File: src/hw/sxd_pkg.sv
// Constants and types for the exclusive message handler
package sxd_pkg;
    // Link framing bytes
    localparam logic [7:0] SX_START   = 8'hf0;
    localparam logic [7:0] SX_END     = 8'hf7;
    localparam logic [7:0] ACT_SENSE  = 8'hfe;
    localparam logic [7:0] RT_MIN     = 8'hf8;
    // Identity bytes, arbitrary values
    localparam logic [7:0] MAKER_ID   = 8'h11;
    localparam logic [7:0] MODEL_ID   = 8'h22;
    localparam logic [7:0] TUNE_MODEL = 8'h33;
    // Command nibbles
    localparam logic [1:0] CMD_DUMP = 2'h0;
    localparam logic [1:0] CMD_PCHG = 2'h1;
    localparam logic [1:0] CMD_DREQ = 2'h2;
    localparam logic [1:0] CMD_PREQ = 2'h3;
    // Block bases
    localparam logic [6:0] SYS_HI = 7'h00;
    localparam logic [6:0] SYS_MID = 7'h00;
    localparam logic [6:0] INFO_HI = 7'h01;
    localparam logic [6:0] INFO_MID = 7'h00;
    localparam logic [6:0] EFF_HI = 7'h02;
    localparam logic [6:0] EFF_MID = 7'h01;
    localparam logic [6:0] PART_HI = 7'h08;
    localparam logic [6:0] PART_MID_MAX = 7'h0f;
    localparam logic [6:0] DRUM_HI0 = 7'h30;
    localparam logic [6:0] DRUM_HI1 = 7'h31;
    localparam logic [6:0] DRUM_MID = 7'h0d;
    localparam logic [6:0] TUNE_HI = 7'h30;
    localparam logic [6:0] BASE_LO = 7'h00;
    // System block offsets and limits
    localparam logic [6:0] SYS_TUNE = 7'h00;
    localparam logic [6:0] SYS_TUNE_LAST = 7'h03;
    localparam logic [6:0] SYS_VOL = 7'h04;
    localparam logic [6:0] SYS_UNUSED = 7'h05;
    localparam logic [6:0] SYS_TRN = 7'h06;
    localparam logic [6:0] SYS_DRUM_RST = 7'h7d;
    localparam logic [6:0] SYS_ON = 7'h7e;
    localparam logic [6:0] SYS_ALL_RST = 7'h7f;
    localparam logic [6:0] TRN_MIN = 7'h28;
    localparam logic [6:0] TRN_MAX = 7'h58;
    localparam logic [6:0] SYS_ON_VAL = 7'h00;
    localparam logic [6:0] DRUM_NUM_MAX = 7'h01;
    localparam logic [13:0] SYS_SIZE = 14'h0007;
    localparam logic [13:0] INFO_SIZE = 14'h0010;
    localparam logic [13:0] EFF_SIZE = 14'h0010;
    localparam logic [13:0] PART_SIZE = 14'h0010;
    localparam logic [13:0] DRUM_SIZE = 14'h0010;
    localparam logic [4:0] TUNE_LEN = 5'h04;
    localparam logic [6:0] SYS_DEF [7] = '{7'h00, 7'h04, 7'h00, 7'h00, 7'h7f, 7'h00, 7'h40};
    // Name bytes and levels, arbitrary values
    localparam logic [6:0] INFO_DATA [16] = '{7'h54, 7'h4f, 7'h4e, 7'h45, 7'h20, 7'h47, 7'h45, 7'h4e,
                                              7'h20, 7'h20, 7'h20, 7'h20, 7'h20, 7'h20, 7'h01, 7'h01};
    // Receive buffer layout
    localparam logic [7:0] MSG_DEPTH = 8'h8c;
    localparam logic [7:0] B_DATA = 8'h05;
    localparam logic [7:0] P_DATA = 8'h03;
    localparam logic [7:0] REQ_LEN = 8'h03;
    localparam logic [7:0] T_LEN = 8'h06;
    localparam logic [13:0] BULK_OVH = 14'h0006;
    // Reply layout
    localparam logic [4:0] TX_HDR_LEN = 5'h04;
    localparam logic [4:0] TX_BULK_DATA = 5'h09;
    localparam logic [4:0] TX_PAR_DATA = 5'h07;
    localparam logic [4:0] TX_ADDR_LEN = 5'h03;
    // Timing
    localparam int unsigned CLK_HZ = 50_000_000;
    localparam int unsigned SENSE_MS = 300;

    typedef struct packed {
        logic [6:0] hi;
        logic [6:0] mid;
        logic [6:0] lo;
    } sxd_addr_t;
    typedef struct packed {
        sxd_addr_t  addr;
        logic [6:0] data;
    } sxd_wr_t;
    typedef struct packed {
        logic [15:0] tune;
        logic [6:0]  volume;
        logic [6:0]  transpose;
    } sxd_sys_t;
    typedef enum logic [6:0] {
        P_IDLE = 7'b0000001, P_MAKER = 7'b0000010, P_CMD = 7'b0000100, P_MODEL = 7'b0001000,
        P_BODY = 7'b0010000, P_SKIP = 7'b0100000, P_COMMIT = 7'b1000000
    } sxd_pst_t;
endpackage : sxd_pkg

File: src/hw/sxd_handler.sv
// Exclusive message parser, parameter store and reply generator
`timescale 1ns/1ps
`default_nettype none
module sxd_handler import sxd_pkg::*; #(
    parameter int unsigned SENSE_CYC = SENSE_MS * (CLK_HZ / 1000)
) (
    input  wire logic       clk,
    input  wire logic       reset,
    input  wire logic [7:0] rx_byte,
    input  wire logic       rx_valid,
    output logic      [7:0] tx_byte,
    output logic            tx_valid,
    input  wire logic       tx_ready,
    output logic            par_wr_valid,
    output sxd_wr_t         par_wr,
    output sxd_sys_t        sys,
    output logic            ext_mode,
    output logic            tune_valid,
    output logic     [10:0] tune_val,
    output logic            sys_on,
    output logic            all_reset,
    output logic            drum_reset,
    output logic            drum_num,
    output logic            sense_armed,
    output logic            all_off
);
    // Block size at a base address; rx hides blocks that cannot be received
    function automatic logic [13:0] blk_size(input sxd_addr_t a, input logic rx);
        blk_size = '0;
        if (a.lo == BASE_LO) begin
            if (a.hi == SYS_HI && a.mid == SYS_MID) blk_size = SYS_SIZE;
            else if (a.hi == INFO_HI && a.mid == INFO_MID && !rx) blk_size = INFO_SIZE;
            else if (a.hi == EFF_HI && a.mid == EFF_MID) blk_size = EFF_SIZE;
            else if (a.hi == PART_HI && a.mid <= PART_MID_MAX) blk_size = PART_SIZE;
            else if ((a.hi == DRUM_HI0 || a.hi == DRUM_HI1) && a.mid == DRUM_MID) blk_size = DRUM_SIZE;
        end
    endfunction : blk_size

    sxd_pst_t    pst_r;
    logic [7:0]  buf_r [MSG_DEPTH];
    logic [7:0]  pos_r;
    logic [7:0]  sum_r;
    logic [1:0]  cmd_r;
    logic [3:0]  dev_r;
    logic        tmod_r;
    logic [7:0]  cbase_r;
    logic [7:0]  cn_r;
    logic [7:0]  ci_r;
    sxd_addr_t   caddr_r;
    logic [6:0]  sys_r [7];
    logic        tx_run_r;
    logic        tx_bulk_r;
    logic        tx_info_r;
    logic [3:0]  tx_dev_r;
    sxd_addr_t   tx_addr_r;
    logic [4:0]  tx_n_r;
    logic [4:0]  tx_idx_r;
    logic [6:0]  tx_sum_r;
    logic [23:0] sense_cnt_r;

    // Realtime bytes pass through the parser untouched
    logic is_rt;
    logic fin;
    assign is_rt = rx_byte >= RT_MIN;
    assign fin   = pst_r == P_BODY && rx_valid && rx_byte == SX_END;

    // End-of-message decisions
    sxd_addr_t   a_bulk;
    sxd_addr_t   a_par;
    logic [13:0] cnt;
    logic        bulk_ok;
    logic        pchg_ok;
    logic        tune_ok;
    logic        preq_ok;
    logic        dreq_ok;
    logic        req_go;
    assign a_bulk  = '{buf_r[2][6:0], buf_r[3][6:0], buf_r[4][6:0]};
    assign a_par   = '{buf_r[0][6:0], buf_r[1][6:0], buf_r[2][6:0]};
    assign cnt     = {buf_r[0][6:0], buf_r[1][6:0]};
    assign bulk_ok = fin && !tmod_r && cmd_r == CMD_DUMP && {6'h00, pos_r} == cnt + BULK_OVH
                     && cnt != '0 && cnt == blk_size(a_bulk, 1'b1)
                     && sum_r[6:0] == '0;
    assign pchg_ok = fin && !tmod_r && cmd_r == CMD_PCHG && pos_r > P_DATA;
    assign tune_ok = fin && tmod_r && pos_r == T_LEN && a_par == sxd_addr_t'{TUNE_HI, BASE_LO, BASE_LO};
    assign preq_ok = fin && !tmod_r && cmd_r == CMD_PREQ && pos_r == REQ_LEN && a_par.hi == SYS_HI
                     && a_par.mid == SYS_MID && a_par.lo < SYS_SIZE[6:0] && a_par.lo != SYS_UNUSED;
    assign dreq_ok = fin && !tmod_r && cmd_r == CMD_DREQ && pos_r == REQ_LEN
                     && blk_size(a_par, 1'b0) != '0 && (a_par.hi == SYS_HI || a_par.hi == INFO_HI);
    assign req_go  = (preq_ok || dreq_ok) && !tx_run_r;

    // Message parser; a new start byte resynchronises in every state except P_COMMIT, which ignores received bytes
    always_ff @(posedge clk) begin
        if (reset) begin
            pst_r <= P_IDLE;
            pos_r <= '0;
            sum_r <= '0;
            cmd_r <= '0;
            dev_r <= '0;
            tmod_r <= 1'b0;
            ci_r <= '0;
            cn_r <= '0;
            cbase_r <= '0;
            caddr_r <= '0;
        end else if (pst_r == P_COMMIT) begin
            ci_r <= ci_r + 8'h01;
            if (ci_r == cn_r - 8'h01) pst_r <= P_IDLE;
        end else if (rx_valid && !is_rt) begin
            if (rx_byte == SX_START) begin
                pst_r <= P_MAKER;
                pos_r <= '0;
                sum_r <= '0;
            end else if (rx_byte[7] && (rx_byte != SX_END || pst_r != P_BODY)) begin
                pst_r <= P_IDLE;
            end else begin
                unique case (pst_r)
                    P_MAKER: pst_r <= rx_byte == MAKER_ID ? P_CMD : P_SKIP;
                    P_CMD: begin
                        cmd_r <= rx_byte[5:4];
                        dev_r <= rx_byte[3:0];
                        pst_r <= rx_byte[6] ? P_SKIP : P_MODEL;
                    end
                    P_MODEL: begin
                        tmod_r <= rx_byte == TUNE_MODEL;
                        pst_r <= (rx_byte == MODEL_ID || (rx_byte == TUNE_MODEL && cmd_r == CMD_PCHG))
                                 ? P_BODY : P_SKIP;
                    end
                    P_BODY: begin
                        if (rx_byte == SX_END) begin
                            ci_r <= '0;
                            pst_r <= (bulk_ok || pchg_ok) ? P_COMMIT : P_IDLE;
                            cbase_r <= bulk_ok ? B_DATA : P_DATA;
                            cn_r <= bulk_ok ? cnt[7:0] : pos_r - P_DATA;
                            caddr_r <= bulk_ok ? a_bulk : a_par;
                        end else if (pos_r == MSG_DEPTH) begin
                            pst_r <= P_SKIP;                                                // Oversize frame
                        end else begin
                            pos_r <= pos_r + 8'h01;
                            sum_r <= sum_r + rx_byte;
                        end
                    end
                    P_SKIP, P_IDLE, P_COMMIT: ;
                endcase
            end
        end
    end

    // Body store kept apart so the array has no reset
    always_ff @(posedge clk) begin
        if (pst_r == P_BODY && rx_valid && !rx_byte[7] && pos_r != MSG_DEPTH) buf_r[pos_r] <= rx_byte;
    end

    // Writes replay only after the whole frame checked out
    sxd_wr_t wr_c;
    logic    wr_v;
    logic    sys_hit;
    assign wr_v    = pst_r == P_COMMIT;
    assign wr_c    = '{'{caddr_r.hi, caddr_r.mid, caddr_r.lo + ci_r[6:0]}, buf_r[cbase_r + ci_r][6:0]};
    assign sys_hit = wr_v && wr_c.addr.hi == SYS_HI && wr_c.addr.mid == SYS_MID;

    // Outgoing write port, registered
    always_ff @(posedge clk) begin
        if (reset) begin
            par_wr_valid <= 1'b0;
            par_wr <= '0;
        end else begin
            par_wr_valid <= wr_v;
            par_wr <= wr_c;
        end
    end

    // System block store; out-of-range transpose is dropped
    always_ff @(posedge clk) begin
        if (reset || (sys_hit && wr_c.addr.lo == SYS_ALL_RST)) begin
            for (int i = 0; i < 7; i++) begin
                sys_r[i] <= SYS_DEF[i];
            end
        end else if (sys_hit) begin
            if (wr_c.addr.lo <= SYS_TUNE_LAST) sys_r[wr_c.addr.lo[2:0]] <= {3'h0, wr_c.data[3:0]};
            if (wr_c.addr.lo == SYS_VOL) sys_r[SYS_VOL[2:0]] <= wr_c.data;
            if (wr_c.addr.lo == SYS_TRN && wr_c.data >= TRN_MIN && wr_c.data <= TRN_MAX)
                sys_r[SYS_TRN[2:0]] <= wr_c.data;
        end
    end
    assign sys = '{{sys_r[0][3:0], sys_r[1][3:0], sys_r[2][3:0], sys_r[3][3:0]}, sys_r[4], sys_r[6]};

    // Command pulses and the mode flag
    always_ff @(posedge clk) begin
        if (reset) begin
            ext_mode <= 1'b0;
            sys_on <= 1'b0;
            all_reset <= 1'b0;
            drum_reset <= 1'b0;
            drum_num <= 1'b0;
            tune_valid <= 1'b0;
            tune_val <= '0;
        end else begin
            sys_on <= sys_hit && wr_c.addr.lo == SYS_ON && wr_c.data == SYS_ON_VAL;
            if (sys_hit && wr_c.addr.lo == SYS_ON && wr_c.data == SYS_ON_VAL) ext_mode <= 1'b1;
            all_reset <= sys_hit && wr_c.addr.lo == SYS_ALL_RST;
            drum_reset <= sys_hit && wr_c.addr.lo == SYS_DRUM_RST && wr_c.data <= DRUM_NUM_MAX;
            if (sys_hit && wr_c.addr.lo == SYS_DRUM_RST) drum_num <= wr_c.data[0];
            tune_valid <= tune_ok;
            if (tune_ok) tune_val <= {buf_r[3][3:0], buf_r[4][6:0]};
        end
    end

    // Reply byte selection
    logic [4:0] dstart;
    logic [4:0] doff;
    logic [6:0] rd;
    logic [7:0] nxt;
    logic       last;
    logic       load;
    always_comb begin
        dstart = tx_bulk_r ? TX_BULK_DATA : TX_PAR_DATA;
        doff = tx_idx_r - dstart;
        rd = tx_info_r ? INFO_DATA[tx_addr_r.lo[3:0] + doff[3:0]] : sys_r[tx_addr_r.lo[2:0] + doff[2:0]];
        last = tx_idx_r == dstart + tx_n_r + {4'h0, tx_bulk_r};
        unique case (tx_idx_r)
            5'h00: nxt = SX_START;
            5'h01: nxt = MAKER_ID;
            5'h02: nxt = {2'h0, tx_bulk_r ? CMD_DUMP : CMD_PCHG, tx_dev_r};
            5'h03: nxt = MODEL_ID;
            default: begin
                if (tx_idx_r >= dstart + tx_n_r) nxt = last ? SX_END : {1'b0, 7'(-tx_sum_r)};
                else if (tx_idx_r >= dstart) nxt = {1'b0, rd};
                else if (tx_idx_r == dstart - TX_ADDR_LEN) nxt = {1'b0, tx_addr_r.hi};
                else if (tx_idx_r == dstart - 5'h02) nxt = {1'b0, tx_addr_r.mid};
                else if (tx_idx_r == dstart - 5'h01) nxt = {1'b0, tx_addr_r.lo};
                else if (tx_idx_r == TX_HDR_LEN) nxt = 8'h00;       // Count high, blocks are small
                else nxt = {3'h0, tx_n_r};
            end
        endcase
    end
    assign load = tx_run_r && (!tx_valid || tx_ready);

    // Reply sequencer; requests arriving while busy are dropped
    always_ff @(posedge clk) begin
        if (reset) begin
            tx_run_r <= 1'b0;
            tx_valid <= 1'b0;
            tx_byte <= '0;
            tx_idx_r <= '0;
            tx_sum_r <= '0;
            tx_bulk_r <= 1'b0;
            tx_info_r <= 1'b0;
            tx_dev_r <= '0;
            tx_addr_r <= '0;
            tx_n_r <= '0;
        end else begin
            if (tx_valid && tx_ready) tx_valid <= 1'b0;
            if (load) begin
                tx_byte <= nxt;
                tx_valid <= 1'b1;
                tx_idx_r <= tx_idx_r + 5'h01;
                if (tx_idx_r >= TX_HDR_LEN && tx_idx_r < dstart + tx_n_r) tx_sum_r <= tx_sum_r + nxt[6:0];
                if (last) tx_run_r <= 1'b0;
            end else if (req_go) begin
                tx_run_r <= 1'b1;
                tx_idx_r <= '0;
                tx_sum_r <= '0;
                tx_bulk_r <= dreq_ok;
                tx_info_r <= a_par.hi == INFO_HI;
                tx_dev_r <= dev_r;
                tx_addr_r <= a_par;
                tx_n_r <= dreq_ok ? (a_par.hi == INFO_HI ? INFO_SIZE[4:0] : SYS_SIZE[4:0])
                                  : (a_par.lo == SYS_TUNE ? TUNE_LEN : 5'h01);
            end
        end
    end

    // Link monitor; any byte restarts the silence count
    always_ff @(posedge clk) begin
        if (reset) begin
            sense_armed <= 1'b0;
            sense_cnt_r <= '0;
            all_off <= 1'b0;
        end else begin
            all_off <= 1'b0;
            if (rx_valid) begin
                sense_cnt_r <= '0;
                if (rx_byte == ACT_SENSE) sense_armed <= 1'b1;
            end else if (sense_armed) begin
                if (sense_cnt_r == 24'(SENSE_CYC - 1)) begin
                    all_off <= 1'b1;
                    sense_armed <= 1'b0;
                    sense_cnt_r <= '0;
                end else begin
                    sense_cnt_r <= sense_cnt_r + 24'h000001;
                end
            end
        end
    end
endmodule : sxd_handler
`default_nettype wire

File: config.mk
export PLATFORM = sky130hd
export DESIGN_NAME = sxd_handler
export DESIGN_NICKNAME = d
export VERILOG_FILES = /design/src/hw/sxd_pkg.sv /design/src/hw/sxd_handler.sv
export SDC_FILE = /design/constraint.sdc
export NUM_CORES = 2
export LEC_CHECK = 0
export BUFFER_PORTS_ARGS = -buffer_cell sky130_fd_sc_hd__buf_2
export CORE_ASPECT_RATIO = 1.25
export CORE_MARGIN = 1
export CORE_UTILIZATION = 30
export DETAILED_ROUTE_END_ITERATION = 6
export GPL_ROUTABILITY_DRIVEN = 0
export GPL_TIMING_DRIVEN = 0
export RECOVER_POWER = 100
export SYNTH_ARGS = -nofsm -noshare
export SYNTH_HDL_FRONTEND = slang
export SYNTH_SLANG_ARGS = --single-unit
File: constraint.sdc
create_clock -name clk -period 6.11 [get_ports clk]
set_input_delay 1.833 -clock clk [delete_from_list [all_inputs] [get_ports clk]]
set_output_delay 1.833 -clock clk [all_outputs]
set_load 0.05 [all_outputs]
Word level (Yosys, flattened, before mapping)
Memory sizes are Yosys's and may differ from the RTL's.
Index checks and enable logic that the tools add are counted.
- register bits: 201
- bits in writable memories: 1169
- ROM bits: 112
- input bits: 12
- output and inout port bits: 87
- logic and storage cells: 337
- memories kept: 3
- $add $sub $neg: 20
- order comparisons: 14
- equal/unequal tests: 62
- multiplexer cells: 95
- bitwise operators: 8
- reduce and logical (&&, ||, !) cells: 96
- memories (name ; depth ; width ; rd ports ; clocked after memory_dff ; write ports ; line ; source):
    buf_r ; 140 ; 8 ; 6 ; 0 ; 1 ; sxd_handler.sv:40 ; logic [7:0] buf_r [MSG_DEPTH];
    (name not given) ; 16 ; 7 ; 1 ; 0 ; 0 ; sxd_handler.sv:217 ; rd = tx_info_r ? INFO_DATA[tx_addr_r.lo[3:0] + doff[3:0]] : sys_r[tx_addr_r.lo[2:0] + doff[2:0]];
    sys_r ; 7 ; 7 ; 7 ; 0 ; 7 ; sxd_handler.sv:50 ; logic [6:0] sys_r [7];
- operator list (cell ; count):
    $mux W8 ; 19
    $mux W7 ; 21
    $mux W5 ; 15
    $logic_not A7 Y1 ; 9
    $logic_and A1 B1 Y1 ; 50
    $eq A7 B4 Y1 const B ; 5
    $eq A8 B8 Y1 const B ; 4
    $pmux W8 S4 ; 1
    $eq A7 B6 Y1 const B ; 4
    $eq A7 B7 Y1 const B ; 4
    $mux W1 ; 28
    $pmux W7 S4 ; 1
    $reduce_bool A14 Y1 ; 2
    $add A24 B1 Y24 const B ; 1
    $eq A24 B24 Y1 const B ; 1
    $mux W24 ; 1
    $eq A21 B20 Y1 const B ; 1
    $eq A7 B1 Y1 const B ; 3
    $eq A7 B2 Y1 const B ; 3
    $eq A7 B3 Y1 const B ; 3
    $mux W21 ; 1
    $eq A5 B5 Y1 ; 4
    $mux W6 ; 3
    $add A8 B1 Y8 const B ; 2
    other kinds (65) ; 109

Depth between registers and ports, before layout
An unclocked memory read counts as a cell.
- depth in word-level cells: 20
- mapped depth: 22
- depth with buffers taken out: 22

Least setup slack after synthesis
No wires, ideal clock.
- kind: register -> register
- from: reg tx_idx_r[0]
- to: reg tx_sum_r[6]
- setup time: 0.074 ns
- arrival: 4.594 ns
- data required time: 6.036 ns
- setup slack: 1.442 ns
- cell stages (with the launch flop): 20
- path buffers: 1
- period minus slack after synthesis: 4.668 ns
- cells stage by stage: dfxtp_1 -> fa_1 -> fa_1 -> xor2_1 -> clkbuf_1 -> mux2i_1 -> nor2_1 -> a211oi_1 -> a21oi_1 -> o221ai_1 -> o21ai_0 -> ha_1 -> fa_1 -> a21o_1 -> a21oi_1 -> o21bai_1 -> a21oi_1 -> xor2_1 -> or4_1 -> o21ai_0
- longest elaborated chain between the ends: 13
- elaborated cells between the ends (all ways): 36
- those cells by class: 4 x add/sub; 4 x order compare; 9 x eq/ne; 13 x mux; 1 x bitwise; 3 x reduce/logical; 2 x memory
- ends and longest elaborated chain (what ; line ; source):
    from (decl) ; sxd_handler.sv:57 ; logic [4:0] tx_idx_r;
    from (signal assigned) ; sxd_handler.sv:255 ; tx_idx_r <= tx_idx_r + 5'h01;
    $sub A4 B4 Y4 ; sxd_handler.sv:216 ; doff = tx_idx_r - dstart;
    $add A4 B4 Y4 ; sxd_handler.sv:217 ;
    $not A4 Y5 (not written as such) ; sxd_handler.sv:217 ;
    $mem_v2 Z16 W7 ; - ;
    $mux W7 (not written as such) (2 in a row) ; sxd_handler.sv:217 ;
    $mux W7 ; sxd_handler.sv:217 ;
    $mux W7 ; sxd_handler.sv:226 ; else if (tx_idx_r >= dstart) nxt = {1'b0, rd};
    $mux W8 ; sxd_handler.sv:225 ; if (tx_idx_r >= dstart + tx_n_r) nxt = last ? SX_END : {1'b0, 7'(-tx_sum_r)};
    $pmux W8 S4 * ; sxd_handler.sv:219 ; unique case (tx_idx_r)
    via nxt[0] ; sxd_handler.sv:211 ; logic [7:0] nxt;
    $add A7 B7 Y7 * ; sxd_handler.sv:256 ; if (tx_idx_r >= TX_HDR_LEN && tx_idx_r < dstart + tx_n_r) tx_sum_r <= tx_sum_r + nxt[6:0];
    $mux W7 * ; sxd_handler.sv:256 ;
    $mux W7 * ; sxd_handler.sv:252 ; if (load) begin
    to (signal assigned) ; sxd_handler.sv:256 ;
    to (decl) ; sxd_handler.sv:58 ; logic [6:0] tx_sum_r;
Mark *: on every way through the listed nets, which the timed path passes. The rest lies on a longest branch. The select of a mux whose other input is x is not followed.
A chain may end at the register's enable or synchronous reset.

==> metrics.cfg <==
[finish]
final_core_util = 0.345
nets = 3539
areaGrowthSynthToFinish_pct = 13.7
drive_gt1_frac = 0.162
fin_cells = 5776
finalInstanceArea_sq_um = 58700

[clocking]
clk_latency_ns = 0.77
cts_tree = built
cts_made_buffers = 113
clkTransAtPathRegs_ns = 0.07
cts_max_path_buffers = 3
cts.sinks = 1240
cts_max_level = 3
clockRootBuffer = clkbuf_16

[setup_path]
start_kind = flop
r2r-start = ci_r[0]
arrival_ns = 6.73
r2r_cells = 19
crit_fanout = 10
path_class = flop to flop
startpoint = ci_r[0]
required_ns = 6.79
critPathCaptureType = flop

[timing]
hold_viol_final = 0
post-route-period-util = 0.990
tightest_slew_ns = 4.17
slew_viol_final = 276
fin_skew_ns = 0.0506
slew_headroom = -1.78
layout_min_cycle_time_ns = 6.05
setup_viol = 0
rsz0062_at_grt = no
clock.fmax_ghz = 0.165

[hold_path]
hold_depth = 2
min_from = tx_addr_r[14]
worstHoldPathType = flop to flop

[placement]
portBuffers = 97
dpl_cell_area_sq_um = 55200
placed_cells = 5572
place_hpwl_um = 106000

[route]
wirelength_um = 159000
wl_met3_um = 13300
drc = 1
wl_met2_um = 77000
final_antenna_net_count = 0
wl_met1_um = 59900
wire_per_inst_um = 27.5
first_iter_violations = 3862
vias = 30900
highest_layer = met4
firstDrtPassIters = 7
viasPerCell = 5.35

[logic_synthesis]
synth_edf_count = 1040
syn-instance-count = 3227
synth-main-ff-cell = edfxtp_1
async_flop_share = 0
ys_seq_elements = 1240
yosysSeqAreaShare = 0.683
syn_area_sq_um = 51600
avgSynthCellArea_sq_um = 16.0
yosysWarnings = 0
synth_cell_types = 82

[pwr]
leakagePower_uw = 0.0185
p_per_area_nw_per_um2 = 279
ir_drop_mv = 0.269

[global_route]
grt_pass1_wl_um = 225000
grt_antenna_before_repair = 6
grt-ovfl-total = 0
grt_usage = 0.180
grt_max_degree = 115
first_global_vias = 30400

[floorplan]
ioPinCount = 99
core-area_sq_um = 170000
fp.dieH_um = 466
die_w_um = 373
design.die.area_sq_um = 174000
fp-row-count = 169
initial_utilization = 0.303

[outcome]
outcome = finished with violations
violations = design-rule violations, max-capacitance violations, max-slew violations

[job]
max-cap-violations = 5

## through the flow
stage               total power [uW]  hold slack, ns  setup slack [ns]  TNS, ns
global route                   16700           0.475           0.00756        0
CTS                            16400           0.457            0.0386        0
detailed placement              9590           0.445            -0.926    -7.38
floorplan                       9410           0.429              1.44        0
finish                         16400           0.458            0.0610        0
global placement                9570           0.442             -1.44  -109.55
## sequential cells by signal, summed over array words and instances, names as in the netlist, 5 cells and up
signal / count
sense_cnt_r: 24
sum_r: 7
pos_r: 8
sys_r: 38
tx_byte: 8
tx_idx_r: 5
tx_sum_r: 7
caddr_r: 21
pst_r: 7
cn_r: 8
buf_r: 1008
ci_r: 8
tx_addr_r: 21
tune_val: 11
par_wr: 28
## cell type report
cell class	instances	area, sq um
Fill cell	16200	112000
Clock buffer	156	3040
Tap cell	2223	2780
Antenna cell	5	12.5
Inverter	59	221
Buffer	163	900
Sequential cell	1240	35200
Multi-Input combinational cell	1776	15400
Timing Repair Buffer	108	587
Clock inverter	46	492
## where the power goes
group	total (uW)	switching, uW	internal, uW	leakage (uW)
Clock	6970	3220	3740	0.00171
Sequential	9170	5.52	9170	0.0110
Combinational	230	198	32.7	0.00576
## synthesized netlist by cell type, types with 4 or more instances
master | number | share of area
a21oi_1 | 124 | 0.012
nand2_1 | 246 | 0.018
clkbuf_1 | 93 | 0.0068
a22o_1 | 4 | 0.00068
buf_1 | 7 | 0.00051
edfxtp_1 | 1040 | 0.61
ha_1 | 59 | 0.014
a41oi_1 | 7 | 0.0012
nor2_1 | 344 | 0.025
a211oi_1 | 9 | 0.0013
buf_4 | 21 | 0.0031
a311oi_1 | 8 | 0.0014
nor3_1 | 60 | 0.0058
mux2_2 | 5 | 0.0011
buf_6 | 10 | 0.0022
inv_1 | 55 | 0.0040
a221oi_1 | 7 | 0.0012
nor3b_1 | 5 | 0.00073
nand2b_1 | 5 | 0.00061
nand3_1 | 78 | 0.0076
nor2b_1 | 36 | 0.0044
mux2i_1 | 41 | 0.0080
nand3b_1 | 4 | 0.00058
a2111oi_0 | 5 | 0.00085
o22ai_1 | 8 | 0.00097
o31ai_1 | 4 | 0.00058
mux4_2 | 301 | 0.13
or3_1 | 9 | 0.0011
or4_1 | 8 | 0.0012
a21o_1 | 17 | 0.0025
fa_1 | 7 | 0.0027
a31oi_1 | 19 | 0.0023
nand4_1 | 31 | 0.0038
and3_1 | 25 | 0.0030
nor4_1 | 29 | 0.0035
buf_2 | 32 | 0.0031
xnor2_1 | 51 | 0.0087
and2_1 | 30 | 0.0036
a22oi_1 | 12 | 0.0017
dfxtp_1 | 200 | 0.078
xor2_1 | 45 | 0.0076
o21ai_0 | 54 | 0.0052
## final timing paths
check | to | slack, ns
worst max-delay path | sys_r[6][4] | 0.06
worst min-delay path | tx_addr_r[14] | 0.46
worst max register to register | sys_r[6][4] | 0.06
worst min register to register | tx_addr_r[14] | 0.46
## layer usage
layer / global-route usage / up-vias
met5: 0 / -
met4: 0.0909 / 0
met3: 0.0338 / 333
met2: 0.302 / 1518
met1: 0.223 / 16100
li1: - / 13000
## worst max-delay path: stages (launching register included)
cell      delay [ns]
dfxtp_1         0.41
ha_1            0.26
fa_1            0.52
buf_2           0.34
buf_4           0.38
buf_4           0.36
clkbuf_4        0.37
mux4_2          0.41
nand2_1         0.11
nand2_1         0.07
o21ai_0         0.32
o22ai_1         0.18
a221oi_1        0.48
o21ai_1         0.31
a21oi_4         0.39
inv_2           0.10
o311ai_2        0.26
a21oi_2         0.16
or3_1           0.37
a21oi_1         0.15
## logic make-up after synthesis
family | count (synthesis) | synth area share
multiplexers | 347 | 0.140
AND/OR/NAND/NOR | 934 | 0.0830
flip-flops | 1240 | 0.683
XOR/XNOR | 98 | 0.0170
other | 1 | 0.0000727
buffers and inverters | 225 | 0.0211
AO/OA/AOI/OAI | 316 | 0.0388
adder cells (fa/ha/maj) | 66 | 0.0170
## what timing repair did
item / 4_1_cts / 5_1_grt
gates cloned: 0 / 0
hold buffers: 0 / 0
setup buffers: 0 / 0
resized for setup: 21 / 18
endpoints found under the setup margin: 15 / 8
## placed cells by master (no fill, tap or decap), drive strengths merged, types with 45 or more instances in the layout
master  synthesis  layout
a21oi         126     126
dfxtp         200     200
nand2         248     248
xor2           45      45
ha             59      59
nor2          344     344
nand3          80      80
inv            57      61
o21ai          57      57
buf            73      85
xnor2          52      52
clkbuf         93     341
mux4          301     301
nor3           60      60
edfxtp       1040    1040
Power figures use the tool's default switching activity.
